$ cat src/shared/timer_io_map.svh
`ifndef TIMER_IO_MAP_SVH
`define TIMER_IO_MAP_SVH
// register offsets
`define IO_TIMER_CH0_3_MODE_CONTROL_ADDR 32'h0080031A
`define IO_TIMER_CH0_3_CLOCK_SELECT_ADDR 32'h0080031D
`define IO_TIMER_CH4_CONTROL_ADDR 32'h0080034A
// reset values
`define IO_TIMER_CH0_3_MODE_CONTROL_RST 16'h0000
`define IO_TIMER_CH0_3_CLOCK_SELECT_RST 8'h00
`define IO_TIMER_CH4_CONTROL_RST 8'h00
// mode control field positions
`define IO_TIMER_CH3_GATE_BIT 0
`define IO_TIMER_CH3_MODE_LSB 1
`define IO_TIMER_CH2_RES_BIT 4
`define IO_TIMER_CH2_MODE_LSB 5
`define IO_TIMER_CH1_RES_BIT 8
`define IO_TIMER_CH1_MODE_LSB 9
`define IO_TIMER_CH0_SRC_BIT 12
`define IO_TIMER_CH0_MODE_LSB 13
// clock select field position inside its byte
`define IO_TIMER_CH0_3_CKS_LSB 6
`define IO_TIMER_CH0_3_CKS_MASK 8'hC0
// channel 4 control field positions
`define IO_TIMER_CH4_CKS_LSB 0
`define IO_TIMER_CH4_GATE_BIT 2
`define IO_TIMER_CH34_SRC_LSB 3
`define IO_TIMER_CH4_MODE_LSB 5
// measure clear reload value
`define IO_TIMER_MEASURE_RELOAD 16'hFFFF
`endif

$ cat src/shared/timer_io_pkg.sv
`default_nettype none
package timer_io_pkg;
  typedef enum logic [2:0] {
    MODE_SINGLE_SHOT = 3'h0,
    MODE_DELAYED_SHOT = 3'h1,
    MODE_CONTINUOUS = 3'h2,
    MODE_PWM = 3'h3,
    MODE_MEASURE_CLEAR = 3'h4,
    MODE_MEASURE_FREE = 3'h5,
    MODE_NOISE = 3'h6
  } mode_t;

  typedef struct packed {
    mode_t mode;
    logic count_tick;
    logic ext_enable;
    logic capture;
    logic reload_ffff;
    logic pwm_reload_sel;
    logic ff_toggle;
  } ch_ctrl_t;

  typedef struct packed {
    logic [31:0] addr;
    logic wr;
    logic rd;
    logic half;
    logic [15:0] wdata;
  } reg_req_t;
endpackage
`default_nettype wire

$ cat src/hw/timer_io_channel_control.sv
`timescale 1ns/10ps
`default_nettype none
`include "timer_io_map.svh"
module timer_io_channel_control (
  input wire logic clk_i,
  input wire logic arst_n_i,
  input var timer_io_pkg::reg_req_t req_i,
  output logic [15:0] reg_rdata_o,
  input wire logic [3:0] clock_bus_i,
  input wire logic [3:0] event_bus_i,
  input wire logic third_external_timer_input_i,
  input wire logic [4:0] start_i,
  input wire logic [4:0] underflow_i,
  output var timer_io_pkg::ch_ctrl_t [4:0] ch_o
);
  logic [15:0] timer_ch0_3_mode_control;
  logic [15:0] read_word;
  logic [4:0] edge_seen;
  logic [4:0] capture_hit;
  logic [4:0] reload_hit;
  logic [4:0] toggle_hit;
  logic [7:0] timer_ch0_3_clock_select;
  logic [7:0] timer_ch4_control;
  logic [2:0] pin_sync;
  logic pin_level;
  logic [4:0] src_prev;
  logic [4:0] src;
  logic [4:0] gate;
  logic [4:0] tick;
  logic [4:0] pwm_sel;
  timer_io_pkg::mode_t mode [5];

  function automatic timer_io_pkg::mode_t decode_mode(input logic [2:0] code);
    case (code)
      3'h0: decode_mode = timer_io_pkg::MODE_SINGLE_SHOT;
      3'h1: decode_mode = timer_io_pkg::MODE_DELAYED_SHOT;
      3'h2: decode_mode = timer_io_pkg::MODE_CONTINUOUS;
      3'h3: decode_mode = timer_io_pkg::MODE_PWM;
      3'h4: decode_mode = timer_io_pkg::MODE_MEASURE_CLEAR;
      3'h5: decode_mode = timer_io_pkg::MODE_MEASURE_FREE;
      default: decode_mode = timer_io_pkg::MODE_NOISE;
    endcase
  endfunction

  function automatic logic pick_bus(input logic [1:0] sel, input logic [3:0] bus);
    pick_bus = bus[sel];
  endfunction

  function automatic logic is_measure(input timer_io_pkg::mode_t m);
    is_measure = (m == timer_io_pkg::MODE_MEASURE_CLEAR) ||
                 (m == timer_io_pkg::MODE_MEASURE_FREE);
  endfunction

  // register writes
  always_ff @(posedge clk_i or negedge arst_n_i) begin
    if (!arst_n_i) begin
      timer_ch0_3_mode_control <= `IO_TIMER_CH0_3_MODE_CONTROL_RST;
    end else if (req_i.wr && req_i.half &&
                 req_i.addr == `IO_TIMER_CH0_3_MODE_CONTROL_ADDR) begin
      timer_ch0_3_mode_control <= req_i.wdata;
    end
  end

  always_ff @(posedge clk_i or negedge arst_n_i) begin
    if (!arst_n_i) begin
      timer_ch0_3_clock_select <= `IO_TIMER_CH0_3_CLOCK_SELECT_RST;
    end else if (req_i.wr && req_i.addr == `IO_TIMER_CH0_3_CLOCK_SELECT_ADDR) begin
      timer_ch0_3_clock_select <= req_i.wdata[7:0] & `IO_TIMER_CH0_3_CKS_MASK;
    end
  end

  always_ff @(posedge clk_i or negedge arst_n_i) begin
    if (!arst_n_i) begin
      timer_ch4_control <= `IO_TIMER_CH4_CONTROL_RST;
    end else if (req_i.wr && req_i.addr == `IO_TIMER_CH4_CONTROL_ADDR) begin
      timer_ch4_control <= req_i.wdata[7:0];
    end
  end

  // register read selection
  always_comb begin
    case (req_i.addr)
      `IO_TIMER_CH0_3_MODE_CONTROL_ADDR: read_word = timer_ch0_3_mode_control;
      `IO_TIMER_CH0_3_CLOCK_SELECT_ADDR: read_word = {8'h00, timer_ch0_3_clock_select};
      `IO_TIMER_CH4_CONTROL_ADDR: read_word = {8'h00, timer_ch4_control};
      default: read_word = 16'h0000;
    endcase
  end

  // read data holds until the next read
  always_ff @(posedge clk_i or negedge arst_n_i) begin
    if (!arst_n_i) begin
      reg_rdata_o <= 16'h0000;
    end else if (req_i.rd) begin
      reg_rdata_o <= read_word;
    end
  end

  // pin synchroniser, three stages
  always_ff @(posedge clk_i or negedge arst_n_i) begin
    if (!arst_n_i) begin
      pin_sync <= 3'h0;
    end else begin
      pin_sync <= {pin_sync[1:0], third_external_timer_input_i};
    end
  end

  // level accepted once stages two and three agree
  always_ff @(posedge clk_i or negedge arst_n_i) begin
    if (!arst_n_i) begin
      pin_level <= 1'b0;
    end else if (pin_sync[1] == pin_sync[2]) begin
      pin_level <= pin_sync[2];
    end
  end

  // mode decode
  always_comb begin
    mode[0] = decode_mode(timer_ch0_3_mode_control[`IO_TIMER_CH0_MODE_LSB +: 3]);
    mode[1] = decode_mode(timer_ch0_3_mode_control[`IO_TIMER_CH1_MODE_LSB +: 3]);
    mode[2] = decode_mode(timer_ch0_3_mode_control[`IO_TIMER_CH2_MODE_LSB +: 3]);
    mode[3] = decode_mode(timer_ch0_3_mode_control[`IO_TIMER_CH3_MODE_LSB +: 3]);
    mode[4] = decode_mode(timer_ch4_control[`IO_TIMER_CH4_MODE_LSB +: 3]);
  end

  // enable/measure sources, none for ch1 and ch2
  always_comb begin
    src = 5'h00;
    src[0] = timer_ch0_3_mode_control[`IO_TIMER_CH0_SRC_BIT] & pin_level;
    if (timer_ch4_control[`IO_TIMER_CH34_SRC_LSB + 1]) begin
      src[3] = event_bus_i[{1'b1, timer_ch4_control[`IO_TIMER_CH34_SRC_LSB]}];
      src[4] = src[3];
    end
  end

  // external input gates, ch0 always on
  always_comb begin
    gate = 5'h00;
    gate[0] = 1'b1;
    gate[3] = timer_ch0_3_mode_control[`IO_TIMER_CH3_GATE_BIT];
    gate[4] = timer_ch4_control[`IO_TIMER_CH4_GATE_BIT];
  end

  // count clock selection
  always_comb begin
    tick = 5'h00;
    for (int i = 0; i < 4; i++) begin
      tick[i] = pick_bus(timer_ch0_3_clock_select[`IO_TIMER_CH0_3_CKS_LSB +: 2],
                         clock_bus_i);
    end
    tick[4] = pick_bus(timer_ch4_control[`IO_TIMER_CH4_CKS_LSB +: 2], clock_bus_i);
  end

  // source edges, capture, reload and toggle requests
  always_comb begin
    edge_seen = src & ~src_prev;
    capture_hit = 5'h00;
    reload_hit = 5'h00;
    toggle_hit = 5'h00;
    for (int i = 0; i < 5; i++) begin
      capture_hit[i] = edge_seen[i] & is_measure(mode[i]);
      reload_hit[i] = edge_seen[i] & gate[i] &
                      (mode[i] == timer_io_pkg::MODE_MEASURE_CLEAR);
      toggle_hit[i] = (start_i[i] | underflow_i[i]) &
                      (mode[i] == timer_io_pkg::MODE_PWM);
    end
  end

  // previous source levels for edge detection
  always_ff @(posedge clk_i or negedge arst_n_i) begin
    if (!arst_n_i) begin
      src_prev <= 5'h00;
    end else begin
      src_prev <= src;
    end
  end

  // pwm reload alternation
  always_ff @(posedge clk_i or negedge arst_n_i) begin
    if (!arst_n_i) begin
      pwm_sel <= 5'h00;
    end else begin
      for (int i = 0; i < 5; i++) begin
        if (mode[i] != timer_io_pkg::MODE_PWM || start_i[i]) begin
          pwm_sel[i] <= 1'b0;
        end else if (underflow_i[i]) begin
          pwm_sel[i] <= ~pwm_sel[i];
        end
      end
    end
  end

  // channel control outputs
  always_ff @(posedge clk_i or negedge arst_n_i) begin
    if (!arst_n_i) begin
      ch_o <= '0;
    end else begin
      for (int i = 0; i < 5; i++) begin
        ch_o[i].mode <= mode[i];
        ch_o[i].count_tick <= tick[i];
        ch_o[i].ext_enable <= gate[i] & src[i];
        ch_o[i].capture <= capture_hit[i];
        ch_o[i].reload_ffff <= reload_hit[i];
        ch_o[i].pwm_reload_sel <= pwm_sel[i];
        ch_o[i].ff_toggle <= toggle_hit[i];
      end
    end
  end
endmodule // timer_io_channel_control
`default_nettype wire

$ cat config.mk
export PLATFORM = sky130hd
export DESIGN_NAME = timer_io_channel_control
export DESIGN_NICKNAME = d
export VERILOG_FILES = /design/src/shared/timer_io_pkg.sv /design/src/hw/timer_io_channel_control.sv
export VERILOG_INCLUDE_DIRS = /design/src /design/src/shared
export SDC_FILE = /design/constraint.sdc
export NUM_CORES = 1
export LEC_CHECK = 0
export CORE_MARGIN = 2
export CORE_UTILIZATION = 59
export CTS_CLUSTER_DIAMETER = 50
export DETAILED_ROUTE_END_ITERATION = 16
export DONT_BUFFER_PORTS = 1
export PLACE_DENSITY_LB_ADDON = 0.08
export SLEW_MARGIN = 10
export SYNTH_ARGS = -nofsm -noshare
export SYNTH_HDL_FRONTEND = slang
export SYNTH_SLANG_ARGS = --single-unit
$ cat constraint.sdc
create_clock -name clk_i -period 3.2 [get_ports clk_i]
set_clock_uncertainty 0.1 [all_clocks]
set_input_delay 0.16 -clock clk_i [delete_from_list [all_inputs] [get_ports clk_i]]
set_output_delay 0.16 -clock clk_i [all_outputs]
set_load 0.02 [all_outputs]
; Word level (Yosys, flattened, before mapping)
; Index checks and enable logic that the tools add are counted.
; W data, S select, Z words.
[op_classes]
n_eq_ne = 49
bitwise_logic = 30
magnitude_cmp = 3
mux = 23
reduce_logical = 24
[op_table]
columns = operator, count
row1 = $eq A32 B24 Y1 const B, 3
row2 = $pmux W3 S6, 5
row3 = $eq A3 B3 Y1 const B, 20
row4 = $pmux W16 S3, 1
row5 = $eq A3 B2 Y1 const B, 15
row6 = $and A1 B1 Y1, 18
row7 = $eq A3 B1 Y1 const B, 5
row8 = $logic_not A3 Y1, 5
row9 = $ne A3 B2 Y1 const B, 5
row10 = $mux W1, 14
row11 = $logic_or A1 B1 Y1, 10
row12 = $reduce_bool A2 Y1, 5
row13 = $lt A2 B3 Y1 const B, 3
row14 = $and A5 B5 Y5, 1
row15 = $not A1 Y1, 5
row16 = $not A5 Y5, 1
row17 = $or A1 B1 Y1, 5
row18 = $bmux W1 S2, 2
row19 = $logic_and A1 B1 Y1, 4
row20 = $mux W2, 1
row21 = $eq A1 B1 Y1, 1
[word_totals]
ff_bits = 92
word_cells = 169

; Logic depth before layout (Yosys ltp)
[logic_depth]
word_depth = 6
ltp_mapped = 5
ltp_nobuf = 4

; Worst setup path before layout
; OpenSTA, ideal clock, no wires.
[synth_path]
path_kind = input-to-reg
start = input req_i[39] (netlist name)
end = register timer_ch0_3_mode_control[10]
arrival_time_ns = 1.502
slack_ns = 1.473
stages = 5
setup_time_ns = 0.125
required_time_ns = 2.975
path_buffers = 1
path_cell_list = nor4b_4 nand4_4 nor3_4 buf_12 mux2_4
[synth_between]
elab_chain_cells = 2
[synth_lines]
columns = item, line_no
row1 = "start, declared", timer_io_channel_control.sv:7  ; input var timer_io_pkg::reg_req_t req_i,
row2 = $eq A32 B24 Y1, --
row3 = $logic_and A1 B1 Y1 (no source line), --
row4 = "end signal, assigned", timer_io_channel_control.sv:57  ; timer_ch0_3_mode_control <= `IO_TIMER_CH0_3_MODE_CONTROL_RST;
row5 = "end signal, assigned", timer_io_channel_control.sv:60  ; timer_ch0_3_mode_control <= req_i.wdata;
row6 = "end, declared", timer_io_channel_control.sv:16  ; logic [15:0] timer_ch0_3_mode_control;
; No other way between the ends.
; A chain may end at the register's enable or synchronous reset.

; Worst setup path after layout
[layout_path]
start = register timer_ch0_3_clock_select[6]
end = register ch_o[32] (netlist name)
[layout_between]
elab_chain_cells = 2
[layout_lines]
columns = item, line_no
row1 = "start, declared", timer_io_channel_control.sv:22  ; logic [7:0] timer_ch0_3_clock_select;
row2 = "start signal, assigned", timer_io_channel_control.sv:66  ; timer_ch0_3_clock_select <= `IO_TIMER_CH0_3_CLOCK_SELECT_RST;
row3 = "start signal, assigned", timer_io_channel_control.sv:68  ; timer_ch0_3_clock_select <= req_i.wdata[7:0] & `IO_TIMER_CH0_3_CKS_MASK;
row4 = $bmux W1 S2, --
row5 = $mux W1, --
row6 = net tick[0], timer_io_channel_control.sv:29  ; logic [4:0] tick;
row7 = "end, declared", timer_io_channel_control.sv:14  ; output var timer_io_pkg::ch_ctrl_t [4:0] ch_o
; The timed path passes the listed nets, and every way through them passes these cells. The select of a mux whose other input is x is not followed.

==> out/metrics.sh <==
YS_ASYNC_SR_FRACTION_PCT=100
REPORT.FINAL.HOLD_VIOL_COUNT=0
FINAL_WIRELENGTH_UM=7080
GRT_PASS1_WL_UM=11200
HOLD_PATH_CLASS='input pin to register'
CLOCKROOTBUFFER='clkbuf_8'
POST_CTS_RESIZED=0
SYNTH.YOSYS.WARNINGS=0
DIE_AREA_UM2=6750
START_UTIL_PCT=60.9
FP.DIEW_UM=82.2
CTS_TREE='yes'
IR_DROP_uV=333
CTS.HOLD.BUFFERS_ADDED=39
CELL_AREA_REPORTED_AFTER_DETAILED_PLACEMENT_UM2=3580
CORE_UM2=5920
POWER_DENSITY_NORMALIZED_TO_CELL_AREA_nW_PER_UM2=478
RSZ0062_AT_GRT='false'
SYNTH.CELL_AREA_UM2=3600
GRT_USE_TOTAL_PCT=22.9
DRC_ERRORS=0
CLKSLEWWORSTSETUPHOLDPATHS_NS=0.08
TOP_LEVEL_PORTS=133
PLACEMENT.IO_BUFFERS=0
WORST_SETUP_PATH_START_KIND='register'
CTS-HTREE-LEVELS=3
CTS_MAX_PATH_BUFFERS=2
CRITPATHKIND='register to register'
SYNTH-EDFF-COUNT=0
AREA.GROWTH.SYNTH_TO_FINAL_PCT=16.5
TIMING.SETUP.TNS_NS=0
FINALWORSTSETUPSLACK_NS=1.52
ANTENNADIODECOUNT=0
GRT_START_MAX_NET_PINS=89
DRT-VIAS-PER-INSTANCE=5.61
WORST_SLEW_MARGIN_REL_PCT=36.5
POWER.LEAKAGE_nW=1.90
DR.PASS1.ITERS=4
LAYOUT.CELL_AREA.NON_FILLER_UM2=4200
FINAL_NET_COUNT=371
POST-SYNTH-TOP-AREA-CELL='dfrtp_1'
VIAS_IN_THE_FIRST_GLOBAL_ROUTE=2205
NUMBER_OF_MAX_SLEW_VIOLATIONS_IN_THE_FINAL_REPORT=0
CPPEAKSTAGEDELAY_NS=0.57
FINAL_LAYOUT_SIZE_SUFFIX_GT1_SHARE_PCT=20.1
ROUTED_LEN_INST_UM=18.7
FINALCRITICALPERIOD_NS=1.68
CRIT_PATH_CELLS='mux4_2 -> dlygate4sd3_1'
DIE_H_UM=82.2
TIMING.CRITICAL_PATH.TO_TYPE='register'
SYNTH_CELLS=268
FINAL.PERIOD_UTILIZATION_PCT=52.5
GRT_OVERFLOW_TOTAL=0
ARRIVAL_NS=1.81
CP.REQUIRED_NS=3.33
PLACE.DETAILED.HPWL_UM=4660
POSTSYNTHREGISTERBITS=88
YOSYSUNIQUECELLTYPES=41
DPL_WORST_SLACK_NS=1.17
GP_ROUTABILITY_CONGESTION=0.726
CTS-BUFFERS-INSERTED=9
SYNTHFLOPTYPE='dfrtp_1'
YOSYSMOSTFREQUENTCELL='dfrtp_1'
RUN_STATUS='complete, no violations'
NUM_VIAS=2120
CTS.SINK_COUNT=88
ANTENNA_LEFT=0
WORST-SLEW-PIN-TRANSITION_NS=0.949
FINALCOREUTILIZATION_PCT=70.9
CRIT_PATH_TOP_DELAY_CELL='dlygate4sd3_1'
MAX_FREQ_GHz=0.595
SETUP_VIOL=0
POSTCTSSETUPREPAIRBUFS=0
FILLERS=434
CLK_LATENCY_NS=0.35
DR.FIRST_ITER.DRC_COUNT=121
MAX_CAP_VIOLATIONS=0
SYNTH.TOP_CELL.AREA_SHARE_PCT=61.1
SYNTHTOPCELLSBYCOUNT='dfrtp_1 (88), inv_1 (17), mux2_2 (17)'
STD_CELL_ROWS=28
INITIAL_ANTENNA_VIOLATION_COUNT=0
WORST-PATH-MAX-FANOUT=3
SYNTH_TOP_CELLS_BY_AREA='dfrtp_1 (61%), mux2_2 (5.3%), mux2_4 (4.2%)'
SYNTHESIS.AREA_PER_INSTANCE_UM2=13.4
SYNTH_SEQ_AREA_SHARE_PCT=61.1
## cells in the final DEF, fill, tap and decap left out, types with 2 or more instances in the layout
cell type      instances
dlygate4sd3_1         38
mux4_2                 2
o21ai_0                2
a22oi_1                8
inv_1                 17
nor3b_1                3
nand3b_1               5
nor4b_1                2
a31o_2                 2
o2bb2ai_1              2
a21boi_0               5
or3_1                  2
nor3_1                 6
clkbuf_8              12
nand2_1               11
buf_4                  3
nor2_1                13
nor3_4                 2
xnor2_1                5
conb_1                 6
nor4_4                 4
mux2_4                10
nor2b_1                5
mux2_2                17
nand3_1                2
dfrtp_1               88
o22ai_1               13
## sequential cells by signal, indices dropped and copies added (netlist names)
signal,flops
pin_sync,3
timer_ch4_control,8
reg_rdata_o,16
pwm_sel,5
pin_level,1
timer_ch0_3_mode_control,16
ch_o,35
src_prev,2
timer_ch0_3_clock_select,2
## stage by stage
stage,hold slack (ns),instances,power (mW)
3_5_place_dp,-0.234,324,1.18
3_3_place_gp,-0.234,324,1.18
6_report,0.0134,378,2.01
4_1_cts,0.00167,378,2.03
5_1_grt,0.0222,378,2.09
2_1_floorplan,-0.236,273,1.18
## critical path, delay by kind of cell, from the launching register on
family | cells | cell delay, ns
buf+inv | 1 | 0.57
mux | 1 | 0.50
flops | 1 | 0.40
## cell type report
class	instances	area [um2]	share of cell area, %
inverters	17	63.8	1.52
multi-input cells	141	1200	28.6
clock buffers	13	169	4.02
repair buffers	42	430	10.3
clock inverters	2	37.5	0.894
flip-flops and latches	88	2200	52.5
well taps	75	93.8	2.24
## worst paths after layout
check / from / endpoint / slack, ns / depth (start not counted)
worst max-delay path: timer_ch0_3_clock_select[6] / ch_o[32] / 1.52 / 2
worst min-delay path: req_i[17] / reg_rdata_o[5] / 0.01 / 3
worst max register to register: timer_ch0_3_clock_select[6] / ch_o[32] / 1.52 / 2
worst min register to register: pin_sync[0] / pin_sync[1] / 0.27 / 0
max in group asynchronous: arst_n_i / reg_rdata_o[5] / 2.39 / 2
min in group asynchronous: arst_n_i / pwm_sel[4] / 0.29 / 2
## layer usage
metal  track usage (%)  share of wire (%)
met1              29.8                 43
met2              35.9                 47
met3              9.02                8.7
met4              6.67               0.89
met5                 0                  0
## cells by family after synthesis
| kind of cell | Yosys count | share of synthesized area [%] |
|---|---|---|
| adders and majority gates | 1 | 0.278 |
| and+or+nand+nor | 66 | 13.9 |
| AOI/OAI and AO/OA | 34 | 6.63 |
| other | 1 | 0.104 |
| muxes | 29 | 10.7 |
| buffers and inverters | 44 | 6.08 |
| xor gates and xnor gates | 5 | 1.22 |
| DFF | 88 | 61.1 |
## power by group
| part | switching [mW] | total (mW) | internal (mW) |
|---|---|---|---|
| Combinational | 0.0517 | 0.0975 | 0.0458 |
| Sequential | 0.00703 | 1.12 | 1.12 |
| Clock | 0.366 | 0.787 | 0.421 |
Note: power is estimated with default switching activity, not from simulation.
